==> src/snpce_pkg.sv <==
// Purpose: Constants and types for the serial NVM program command engine
// Assumes: 40 MHz system clock; serial clock and data arrive asynchronously
// Notes: Shared by the engine, its checker and the bench
package snpce_pkg;
  localparam int PTR_W = 22;
  localparam int CMD_BITS = 8;
  localparam int PAYLOAD_BITS = 24;
  localparam int DATA_W = 16;
  localparam logic [4:0] LAST_CMD_BIT = 5'h07;
  localparam logic [4:0] LAST_PAY_BIT = 5'h17;
  localparam logic [4:0] DATA_LSB_POS = 5'h01;
  localparam logic [4:0] DATA_MSB_POS = 5'h10;
  localparam logic [7:0] CMD_LOAD = 8'h00;
  localparam logic [7:0] CMD_LOAD_INC = 8'h02;
  localparam logic [7:0] CMD_READ = 8'hfc;
  localparam logic [7:0] CMD_READ_INC = 8'hfe;
  localparam logic [7:0] CMD_PTR_LOAD = 8'h80;
  localparam logic [7:0] CMD_INC = 8'hf8;
  localparam logic [7:0] CMD_BULK = 8'h18;
  localparam logic [7:0] CMD_ROW = 8'hf0;
  localparam logic [7:0] CMD_PROG_INT = 8'he0;
  localparam logic [7:0] CMD_PROG_EXT = 8'hc0;
  localparam logic [7:0] CMD_PROG_END = 8'h82;
  localparam int ADV_BIT = 1;
  // Address ranges of the memory spaces
  localparam logic [PTR_W-1:0] FLASH_LAST = 22'h01ffff;
  localparam logic [PTR_W-1:0] UID_FIRST = 22'h200000;
  localparam logic [PTR_W-1:0] UID_LAST = 22'h20001f;
  localparam logic [PTR_W-1:0] CFG_FIRST = 22'h300000;
  localparam logic [PTR_W-1:0] CFG_LAST = 22'h30001f;
  localparam logic [PTR_W-1:0] EE_FIRST = 22'h310000;
  localparam logic [PTR_W-1:0] EE_LAST = 22'h3effff;
  localparam logic [PTR_W-1:0] FLASH_STEP = 22'h000002;
  localparam logic [PTR_W-1:0] EE_STEP = 22'h000001;
  // Self-timed durations in microseconds
  localparam int CLK_MHZ = 40;
  localparam int SELF_TIMED_WRITE_DELAY_US = 3;
  localparam int ROW_ERASE_TIME_US = 3;
  localparam int BULK_ERASE_TIME_US = 11;
  localparam int SELF_TIMED_CYCLES = SELF_TIMED_WRITE_DELAY_US * CLK_MHZ;
  localparam int ROW_ERASE_CYCLES = ROW_ERASE_TIME_US * CLK_MHZ;
  localparam int BULK_ERASE_CYCLES = BULK_ERASE_TIME_US * CLK_MHZ;

  typedef enum logic [2:0] {
    SNPCE_CMD = 3'b000,
    SNPCE_PAY = 3'b001,
    SNPCE_BUSY = 3'b010,
    SNPCE_EXT = 3'b011
  } snpce_state_t;

  typedef enum logic [2:0] {
    SNPCE_OP_NONE = 3'b000,
    SNPCE_OP_WRITE = 3'b001,
    SNPCE_OP_ROW = 3'b010,
    SNPCE_OP_BULK = 3'b011
  } snpce_op_t;
endpackage

==> src/snpce_fifo.sv <==
// Purpose: Flip-flop FIFO for readback words headed to the serial shifter
// Assumes: Single clock, synchronous to the engine
// Notes: Full and empty are exact; push when full is refused
`timescale 1ns/10ps
module snpce_fifo #(
  parameter int WIDTH = 16,
  parameter int DEPTH = 32
) (
  // Clock and reset
  input wire logic i_clk,
  input wire logic i_reset_n,
  // Fill side
  input wire logic i_valid,
  output logic o_ready,
  input wire logic [WIDTH-1:0] i_data,
  // Drain side
  output logic o_valid,
  input wire logic i_ready,
  output logic [WIDTH-1:0] o_data
);
  localparam int AW = $clog2(DEPTH);
  typedef struct packed {
    logic [DEPTH-1:0][WIDTH-1:0] mem;
    logic [AW-1:0] wr;
    logic [AW-1:0] rd;
    logic [AW:0] cnt;
  } snpce_fifo_t;
  snpce_fifo_t st_reg;
  snpce_fifo_t st_next;
  logic push;
  logic pop;

  assign o_ready = (st_reg.cnt != (AW+1)'(DEPTH));
  assign o_valid = (st_reg.cnt != '0);
  assign o_data = st_reg.mem[st_reg.rd];
  assign push = i_valid && o_ready;
  assign pop = o_valid && i_ready;

  always_comb begin
    st_next = st_reg;
    if (push) begin
      st_next.mem[st_reg.wr] = i_data;
      st_next.wr = (st_reg.wr == AW'(DEPTH - 1)) ? '0 : st_reg.wr + AW'(1);
    end
    if (pop) begin
      st_next.rd = (st_reg.rd == AW'(DEPTH - 1)) ? '0 : st_reg.rd + AW'(1);
    end
    st_next.cnt = st_reg.cnt + (AW+1)'(push) - (AW+1)'(pop);
  end

  always_ff @(posedge i_clk or negedge i_reset_n) begin
    if (!i_reset_n) begin
      st_reg <= '0;
    end else begin
      st_reg <= st_next;
    end
  end
endmodule // snpce_fifo

==> src/snpce_engine.sv <==
// Purpose: Device-side serial NVM program command engine
// Assumes: Host makes all serial clocks; memory array sits outside behind a
//   simple strobe port; fuse-latched lock bit arrives as a level
// Notes: Serial clock is oversampled; one bit per falling edge
`timescale 1ns/10ps
module snpce_engine
  import snpce_pkg::*;
#(
  parameter int ROW_WORDS = 32,
  parameter int FIFO_DEPTH = 32,
  parameter int SELF_CYC = SELF_TIMED_CYCLES,
  parameter int ROW_CYC = ROW_ERASE_CYCLES,
  parameter int BULK_CYC = BULK_ERASE_CYCLES
) (
  // Clock and reset
  input wire logic I_CLK,
  input wire logic I_RESET_N,
  // Serial link
  input wire logic I_SERIAL_CLOCK_LINE,
  input wire logic I_SERIAL_DATA_LINE,
  output logic O_SERIAL_DATA_LINE,
  output logic O_SERIAL_DATA_LINE_OE,
  // Protection
  input wire logic I_CODE_LOCK_BIT_N,
  // Memory array port
  output logic O_MEM_READ,
  output logic [PTR_W-1:0] O_MEM_ADDR,
  input wire logic [DATA_W-1:0] I_MEM_RDATA,
  output logic O_MEM_WRITE,
  output logic [PTR_W-1:0] O_MEM_WADDR,
  output logic [DATA_W-1:0] O_MEM_WDATA,
  output logic O_MEM_ROW_ERASE,
  output logic O_ERASE_FLASH,
  output logic O_ERASE_EE,
  output logic O_ERASE_UID,
  output logic O_ERASE_CFG,
  // Status
  output logic O_BUSY,
  output logic [PTR_W-1:0] O_LOCATION_POINTER
);
  localparam int LW = $clog2(ROW_WORDS);
  localparam int TW = 16;

  typedef struct packed {
    logic [2:0] sck_sync;
    logic [1:0] sda_sync;
    logic [1:0] lock_sync;
    snpce_state_t state;
    logic [4:0] bit_cnt;
    logic [7:0] cmd;
    logic [PAYLOAD_BITS-1:0] shreg;
    logic [PTR_W-1:0] ptr;
    logic [ROW_WORDS-1:0][DATA_W-1:0] latch;
    logic [TW-1:0] timer;
    snpce_op_t op;
    logic [PTR_W-1:0] op_addr;
    logic [LW:0] wr_idx;
    logic locked;
    logic rd_req;
    logic [PAYLOAD_BITS-1:0] out_sh;
    logic oe;
    logic dout;
    logic mem_wr;
    logic [PTR_W-1:0] mem_waddr;
    logic [DATA_W-1:0] mem_wdata;
    logic row_erase;
    logic [3:0] bulk;
  } snpce_st_t;

  snpce_st_t st_reg;
  snpce_st_t st_next;
  logic fall;
  logic fifo_in_ready;
  logic fifo_out_valid;
  logic [DATA_W-1:0] fifo_out_data;
  logic fifo_pop;

  function automatic logic in_ee(input logic [PTR_W-1:0] a);
    in_ee = (a >= EE_FIRST) && (a <= EE_LAST);
  endfunction

  function automatic logic in_flash(input logic [PTR_W-1:0] a);
    in_flash = (a <= FLASH_LAST);
  endfunction

  function automatic logic in_cfg(input logic [PTR_W-1:0] a);
    in_cfg = (a >= CFG_FIRST) && (a <= CFG_LAST);
  endfunction

  function automatic logic [LW-1:0] lat_idx(input logic [PTR_W-1:0] a);
    // Flash words are two bytes apart; EEPROM bytes one apart
    lat_idx = in_ee(a) ? a[LW-1:0] : a[LW:1];
  endfunction

  function automatic logic [PTR_W-1:0] bump(input logic [PTR_W-1:0] a);
    bump = in_ee(a) ? a + EE_STEP : a + FLASH_STEP;
  endfunction

  // Readback words queue here so the shifter never waits on the array
  snpce_fifo #(
    .WIDTH(DATA_W),
    .DEPTH(FIFO_DEPTH)
  ) u_snpce_fifo (
    .i_clk(I_CLK),
    .i_reset_n(I_RESET_N),
    .i_valid(st_reg.rd_req),
    .o_ready(fifo_in_ready),
    .i_data(I_MEM_RDATA),
    .o_valid(fifo_out_valid),
    .i_ready(fifo_pop),
    .o_data(fifo_out_data)
  );

  // Falling edge seen on the second and third sync stages only
  assign fall = st_reg.sck_sync[2] && !st_reg.sck_sync[1];
  // Every readback takes its own word, so no stale word lingers
  assign fifo_pop = fifo_out_valid && (st_reg.state == SNPCE_PAY) && fall
                    && (st_reg.bit_cnt == 5'h00) && (st_reg.cmd[7:2] == CMD_READ[7:2]);

  always_comb begin
    logic [PAYLOAD_BITS-1:0] frame;
    logic [LW-1:0] widx;
    logic [CMD_BITS-1:0] code;
    frame = '0;
    widx = '0;
    code = {st_reg.cmd[6:0], st_reg.sda_sync[1]};
    st_next = st_reg;
    st_next.sck_sync = {st_reg.sck_sync[1:0], I_SERIAL_CLOCK_LINE};
    st_next.sda_sync = {st_reg.sda_sync[0], I_SERIAL_DATA_LINE};
    st_next.rd_req = 1'b0;
    st_next.mem_wr = 1'b0;
    st_next.row_erase = 1'b0;
    st_next.bulk = 4'h0;
    case (st_reg.state)
      SNPCE_CMD: begin
        if (fall) begin
          st_next.cmd = code;
          st_next.bit_cnt = st_reg.bit_cnt + 5'h01;
          if (st_reg.bit_cnt == LAST_CMD_BIT) begin
            st_next.bit_cnt = 5'h00;
            case (code)
              CMD_LOAD, CMD_LOAD_INC, CMD_PTR_LOAD: begin
                st_next.state = SNPCE_PAY;
                st_next.oe = 1'b0;
              end
              CMD_READ, CMD_READ_INC: begin
                st_next.state = SNPCE_PAY;
                st_next.rd_req = fifo_in_ready;
                st_next.oe = 1'b0;
              end
              CMD_INC: st_next.ptr = bump(st_reg.ptr);
              CMD_BULK: begin
                st_next.bulk[0] = in_flash(st_reg.ptr) || in_cfg(st_reg.ptr);
                st_next.bulk[1] = (in_flash(st_reg.ptr) || in_cfg(st_reg.ptr)
                                   ? st_reg.locked : 1'b0) || in_ee(st_reg.ptr);
                st_next.bulk[2] = in_cfg(st_reg.ptr);
                st_next.bulk[3] = in_flash(st_reg.ptr) || in_cfg(st_reg.ptr);
                st_next.locked = 1'b0;
                st_next.timer = TW'(BULK_CYC);
                st_next.state = SNPCE_BUSY;
              end
              CMD_ROW: begin
                if (!st_reg.locked) begin
                  st_next.row_erase = 1'b1;
                  st_next.op_addr = st_reg.ptr;
                  st_next.timer = TW'(ROW_CYC);
                  st_next.state = SNPCE_BUSY;
                end
              end
              CMD_PROG_INT, CMD_PROG_EXT: begin
                // Protected panels never see a write, self-timed or not
                if (!st_reg.locked) begin
                  st_next.op = SNPCE_OP_WRITE;
                  st_next.op_addr = st_reg.ptr;
                  st_next.wr_idx = '0;
                  st_next.timer = TW'(SELF_CYC);
                  st_next.state = (code[5]) ? SNPCE_BUSY : SNPCE_EXT;
                end
              end
              default: ;
            endcase
          end
        end
      end
      SNPCE_PAY: begin
        if (fall) begin
          st_next.shreg = {st_reg.shreg[PAYLOAD_BITS-2:0], st_reg.sda_sync[1]};
          st_next.bit_cnt = st_reg.bit_cnt + 5'h01;
          if ((st_reg.cmd == CMD_READ || st_reg.cmd == CMD_READ_INC)) begin
            if (st_reg.bit_cnt == 5'h00) begin
              // Code flash hides its contents while locked; IDs do not
              frame[DATA_MSB_POS -: DATA_W] =
                (st_reg.locked && in_flash(st_reg.ptr)) ? '0 : fifo_out_data;
              st_next.out_sh = frame;
              st_next.oe = 1'b1;
              st_next.dout = frame[PAYLOAD_BITS-1];
            end else begin
              st_next.dout = st_reg.out_sh[PAYLOAD_BITS-1 - st_reg.bit_cnt];
            end
          end
          if (st_reg.bit_cnt == LAST_PAY_BIT) begin
            st_next.bit_cnt = 5'h00;
            st_next.oe = 1'b0;
            st_next.state = SNPCE_CMD;
            frame = {st_reg.shreg[PAYLOAD_BITS-2:0], st_reg.sda_sync[1]};
            if (st_reg.cmd == CMD_PTR_LOAD) begin
              st_next.ptr = frame[DATA_LSB_POS +: PTR_W];
            end else if (st_reg.cmd == CMD_LOAD || st_reg.cmd == CMD_LOAD_INC) begin
              widx = lat_idx(st_reg.ptr);
              st_next.latch[widx] = in_ee(st_reg.ptr)
                ? {8'hff, frame[DATA_LSB_POS +: 8]}
                : frame[DATA_LSB_POS +: DATA_W];
            end
            if (st_reg.cmd[ADV_BIT]) begin
              st_next.ptr = bump(st_reg.ptr);
            end
          end
        end
      end
      SNPCE_BUSY, SNPCE_EXT: begin
        if (st_reg.op == SNPCE_OP_WRITE) begin
          // Row for flash, one word or byte elsewhere, none for config in SNPCE_EXT
          if (!in_flash(st_reg.op_addr) && st_reg.wr_idx == '0) begin
            st_next.mem_wr = !(st_reg.state == SNPCE_EXT && in_cfg(st_reg.op_addr));
            st_next.mem_waddr = st_reg.op_addr;
            st_next.mem_wdata = st_reg.latch[lat_idx(st_reg.op_addr)];
            st_next.wr_idx = (LW+1)'(ROW_WORDS);
          end else if (st_reg.wr_idx != (LW+1)'(ROW_WORDS)) begin
            widx = st_reg.wr_idx[LW-1:0];
            st_next.mem_wr = 1'b1;
            st_next.mem_waddr = {st_reg.op_addr[PTR_W-1:LW+1], widx, 1'b0};
            st_next.mem_wdata = st_reg.latch[widx];
            st_next.wr_idx = st_reg.wr_idx + (LW+1)'(1);
          end
        end
        if (st_reg.state == SNPCE_EXT) begin
          if (fall) begin
            st_next.cmd = {st_reg.cmd[6:0], st_reg.sda_sync[1]};
            st_next.bit_cnt = st_reg.bit_cnt + 5'h01;
            if (st_reg.bit_cnt == LAST_CMD_BIT) begin
              st_next.bit_cnt = 5'h00;
              st_next.state = SNPCE_CMD;
              st_next.op = SNPCE_OP_NONE;
              st_next.latch = '1;
            end
          end
        end else if (st_reg.timer != '0) begin
          st_next.timer = st_reg.timer - TW'(1);
        end else begin
          st_next.state = SNPCE_CMD;
          if (st_reg.op == SNPCE_OP_WRITE) begin
            st_next.latch = '1;
          end
          st_next.op = SNPCE_OP_NONE;
        end
      end
      default: st_next.state = SNPCE_CMD;
    endcase
    st_next.lock_sync = {st_reg.lock_sync[0], !I_CODE_LOCK_BIT_N};
    // Fuse lock is merged in only while idle and then held until a bulk erase clears it, so no command sees it change
    if (st_reg.state == SNPCE_CMD && st_reg.bit_cnt == 5'h00 && st_reg.op == SNPCE_OP_NONE
        && !st_next.bulk[0] && !st_next.bulk[1]) begin
      st_next.locked = st_next.locked | st_reg.lock_sync[1];
    end
  end

  always_ff @(posedge I_CLK or negedge I_RESET_N) begin
    if (!I_RESET_N) begin
      st_reg <= '0;
      st_reg.latch <= '1;
    end else begin
      st_reg <= st_next;
    end
  end

  assign O_SERIAL_DATA_LINE = st_reg.dout;
  assign O_SERIAL_DATA_LINE_OE = st_reg.oe;
  assign O_MEM_READ = st_reg.rd_req;
  assign O_MEM_ADDR = st_reg.ptr;
  assign O_MEM_WRITE = st_reg.mem_wr;
  assign O_MEM_WADDR = st_reg.mem_waddr;
  assign O_MEM_WDATA = st_reg.mem_wdata;
  assign O_MEM_ROW_ERASE = st_reg.row_erase;
  assign O_ERASE_FLASH = st_reg.bulk[0];
  assign O_ERASE_EE = st_reg.bulk[1];
  assign O_ERASE_UID = st_reg.bulk[2];
  assign O_ERASE_CFG = st_reg.bulk[3];
  assign O_BUSY = (st_reg.state == SNPCE_BUSY) || (st_reg.state == SNPCE_EXT);
  assign O_LOCATION_POINTER = st_reg.ptr;
endmodule // snpce_engine

==> config.mk <==
export PLATFORM = sky130hd
export DESIGN_NAME = snpce_engine
export DESIGN_NICKNAME = d
export VERILOG_FILES = /design/src/snpce_pkg.sv /design/src/snpce_fifo.sv /design/src/snpce_engine.sv
export SDC_FILE = /design/constraint.sdc
export NUM_CORES = 2
export LEC_CHECK = 0
export BUFFER_PORTS_ARGS = -buffer_cell sky130_fd_sc_hd__buf_2
export CAP_MARGIN = 20
export CELL_PAD_IN_SITES_DETAIL_PLACEMENT = 1
export CELL_PAD_IN_SITES_GLOBAL_PLACEMENT = 2
export CORE_UTILIZATION = 50
export DETAILED_ROUTE_END_ITERATION = 7
export PLACE_DENSITY = 0.95
export RECOVER_POWER = 100
export REMOVE_ABC_BUFFERS = 1
export SYNTH_ARGS = -nofsm -noshare
export SYNTH_HDL_FRONTEND = slang
export SYNTH_SLANG_ARGS = --single-unit
==> constraint.sdc <==
create_clock -name I_CLK -period 7 [get_ports I_CLK]
set_clock_uncertainty 0.1 [all_clocks]
set_input_delay 1.75 -clock I_CLK [delete_from_list [all_inputs] [get_ports I_CLK]]
set_output_delay 1.75 -clock I_CLK [all_outputs]
set_load 0.01 [all_outputs]
==> out/qor.txt <==
====================================================================================================
Outcome                                                                                 complete, but fails checks
Failing checks                                                                          max-capacitance violations, max-slew violations
Total count of hold-check failures in the final report                                             0
CP Capture Point                                                                         st_reg[478]
Drt pass-1 iters                                                                                   5
Clock buffer count from CTS                                                                      136
Netlist area before placement                                                            66600 sq um
FP Rows                                                                                          133
Most used DFF post-synth                                                                sky130_fd_sc_hd__dfrtp_1
Actual transition at the worst max-transition pin                                            4120 ps
CTS HTree Levels                                                                                   4
Via count of the first global-routing pass                                                     50300
Register-to-Register Path Depth                                                                    8
Initial cell density of the core                                                               50.5%
Proportion of synthesized flip-flops having asynchronous set or reset                           100%
HPWL Detailed                                                                              132000 um
End of the worst register-to-register path                                               st_reg[478]
Clock Tree Buf Depth                                                                               3
Internal power consumption                                                                   11.8 mW
Area grow syn2layout                                                                           8.28%
Biggest fanout along the worst timing path                                                        25
Post-Layout Inst Area                                                                    72100 sq um
Post-layout nets                                                                                4761
Count of final max-slew check failures                                                           728
Gate count after technology mapping                                                             4877
Setup slack, reg-to-reg                                                                      1150 ps
Critical path data arrival time                                                              6460 ps
Root cell of the clock tree                                                             sky130_fd_sc_hd__clkbuf_16
Switching power total                                                                        3.66 mW
Most frequent cell on the critical path                                                 sky130_fd_sc_hd__inv_1
Post-DP Area                                                                             67800 sq um
Number of setup buffers added after CTS                                                            0
Total number of yosys warnings                                                                     0
Number of synthesized register bits                                                             1214
Setup CP Type                                                                             reg -> reg
Net switching fraction of the power                                                            23.8%
Leading cell types by total area after synthesis                                        sky130_fd_sc_hd__dfrtp_1 26%, sky130_fd_sc_hd__dfstp_2 20%, sky130_fd_sc_hd__mux2_2 16%
Number of violations reported at the end of detailed-routing iteration 0                        4778
Beginning of the critical path                                                           st_reg[690]
Post-route clock period utilization                                                            83.5%
RePlAce Congestion                                                                             0.900
Post-CTS sizing                                                                                    0
Leftover overflow at the end of global routing                                                     0
Clock Sink Count                                                                                1214
Share of the synthesized area in the top cell type                                             26.4%
Delay-heaviest family, CP                                                               simple AND/OR/NAND/NOR gates
Total Die Area                                                                          135000 sq um
Syn_area_per_cell                                                                         13.6 sq um
Number of antenna violations at the first check in global routing                                  6
Sequential fraction of design power                                                            47.9%
Total Wirelength                                                                           229000 um
Power density cells                                                                      214 nW/um^2
Max-slew headroom                                                                              -175%
Minimum period implied by the final worst setup slack                                        5850 ps
Count of buffer and inverter cells on the critical path                                            3
Top-level I/O count                                                                              113
Share of the yosys chip area belonging to registers                                            46.6%
Max frequency                                                                                171 MHz
EDFF count, synth                                                                                  0
Post-synth top area cell                                                                sky130_fd_sc_hd__dfrtp_1
Number of hold buffers added after cts                                                             0
Number of distinct library cell variants in the gate-level netlist after synthesis                83
Worst IR Drop VDD                                                                           0.242 mV
Pin count of the biggest net entering global routing                                             171
Number of placed instances with taps included                                                   6307
Layout cells sized above 1                                                                     46.2%
Launch instance of the worst min-delay path                                             st_next[696]
Clock network latency to the later pin of the worst-skew pair                                 800 ps
Series of cell instances along the critical path                                        inv_1, ha_1, nor2_4, inv_1, clkbuf_1, a21oi_1, nor2_1, mux2_2
# port buffers                                                                                   112
Clock tree from TritonCTS                                                                      built
Core box area                                                                           132000 sq um
Clock-pin slew reported for the worst setup and hold paths after clock tree synthesis          60 ps
Max cap viols                                                                                     33
First-pass GRT wire length                                                                 342000 um
All-layer global routing usage                                                                 34.0%
Clk pwr share                                                                                  48.5%
Logic gate share of total power                                                                 3.6%
Average detailed-routed wire length per instance                                             34.8 um
Required time of the worst setup path                                                        7610 ps
Y dimension of the die                                                                        367 um
Place WS                                                                                     2790 ps
Startpoint type of the worst setup path                                                         flop
Worst min-delay path category                                                             reg -> reg
Average via count per standard cell                                                             7.12
Power, Total                                                                                 15.4 mW
Post-route worst hold slack                                                                   255 ps
Largest incremental delay on the critical path                                               2320 ps
Flip-flop count of the largest register after layout                                             614
Leakage power                                                                                27.2 nW
Number of remaining DRC errors                                                                     0
Number of stages on the worst setup path                                                           8
Setup slack of the critical path after layout                                                1150 ps
Number of standard cells in the final layout excluding fillers                                  6578
Unrepaired setup endpoints after global routing                                                   no
Master of the slowest instance on the critical path                                     sky130_fd_sc_hd__nor2_1
Setup-violating endpoint count in the final report                                                 0
Width of the die                                                                              367 um
Antenna Nets Post-Route                                                                            0
Count of vias placed by the detailed router                                                    46800
Launching point of the worst reg2reg path                                                st_reg[690]
Nature of the critical path endpoint                                                            flop
====================================================================================================
## how the worst min path moves through the flow
stage,slack (ps),cells past startpoint,to
6_report,250,0,st_reg[696]
3_3_place_gp,240,0,st_reg[696]
3_5_place_dp,240,0,st_reg[694]
2_1_floorplan,230,0,st_next[699]
4_1_cts,250,0,st_reg[696]
5_1_grt,270,0,st_reg[696]
## logic make-up (layout without fill, tap and decap cells)
family          count (synthesis)  in the layout  synth area share [%]
fa+ha+maj                      33             33                 0.632
mux                          1674           1674                  35.7
buf+inv                       579            521                  4.12
flops                        1214           1214                  46.6
compound gates                751            751                  8.18
simple gates                  620            620                  4.70
other cells                     0              4                     0
xor+xnor                        6              6                0.0790
## area by class of cell
cell class,count,area (sq um)
repair buffers,224,1350
inverters,47,176
diodes,4,10.0
flip-flops and latches,1214,31000
well taps,1755,2200
fillers,12600,59700
multi-input cells,3084,32700
clock inverters,49,653
clock buffers,201,3940
## worst register-to-register path, delay by kind of cell, from the launching register on
kind                     cells  cell delay [ps]
AO/OA/AOI/OAI                1              110
AND/OR/NAND/NOR              2             2370
flip-flops                   1              420
multiplexers                 1              530
adder cells (fa/ha/maj)      1              560
buffers and inverters        3             1700
## layer usage
layer  vias up  global-route usage, %  part of all wire (%)
met5         -                      0                 0.015
met4         4                   22.2                   7.2
met3       860                   7.24                   7.7
met2      2457                   54.9                    49
met1     25100                   41.3                    37
li1      18400                      -                     -
## power by group through the flow
stage / Clock, mW / Combinational, mW / Sequential, mW
6_report: 7.48 / 0.562 / 7.38
5_1_grt: 7.80 / 0.616 / 7.40
4_1_cts: 7.54 / 0.573 / 7.37
3_5_place_dp: 0 / 0.552 / 7.47
3_3_place_gp: 0 / 0.517 / 7.45
2_1_floorplan: 0 / 0.284 / 7.42
## synthesized netlist by cell type, drive strengths merged, types with 67 or more instances
library cell  instances
a21oi               130
buf                 257
a2bb2oi             143
mux2i               229
dfrtp               702
o21ai               132
nand3                67
clkbuf              275
mux4                460
mux2                985
nand2               196
dfstp               512
nor2                132
## through the flow
| stage | setup TNS, ps | util, % |
|---|---|---|
| floorplan | -99670 | - |
| global placement | 0 | 51.4 |
| detailed placement | 0 | 51.5 |
| CTS | 0 | 54.9 |
| global route | 0 | 54.7 |
| finish | 0 | 54.7 |
## layout by cell type (no fill, tap or decap), types with 23 or more instances in the layout
master                        n
sky130_fd_sc_hd__clkbuf_16  136
sky130_fd_sc_hd__inv_1       45
sky130_fd_sc_hd__clkbuf_1   163
sky130_fd_sc_hd__dfrtp_1    692
sky130_fd_sc_hd__o21ai_0    131
sky130_fd_sc_hd__a211oi_1    32
sky130_fd_sc_hd__mux4_2     460
sky130_fd_sc_hd__nand3_1     66
sky130_fd_sc_hd__a2bb2oi_1  143
sky130_fd_sc_hd__mux2_2     900
sky130_fd_sc_hd__nor2_1     127
sky130_fd_sc_hd__or3_1       23
sky130_fd_sc_hd__buf_4       59
sky130_fd_sc_hd__a21oi_1    127
sky130_fd_sc_hd__clkbuf_8    29
sky130_fd_sc_hd__ha_1        32
sky130_fd_sc_hd__o31ai_1     25
sky130_fd_sc_hd__o22ai_1     36
sky130_fd_sc_hd__nand2b_1    33
sky130_fd_sc_hd__nor3_1      30
sky130_fd_sc_hd__mux2_1      85
sky130_fd_sc_hd__mux2i_1    229
sky130_fd_sc_hd__a22oi_1     39
sky130_fd_sc_hd__dfstp_2    512
sky130_fd_sc_hd__a32oi_1     25
sky130_fd_sc_hd__a31oi_1     34
sky130_fd_sc_hd__nand2_1    196
(Power assumes the default switching activity.)
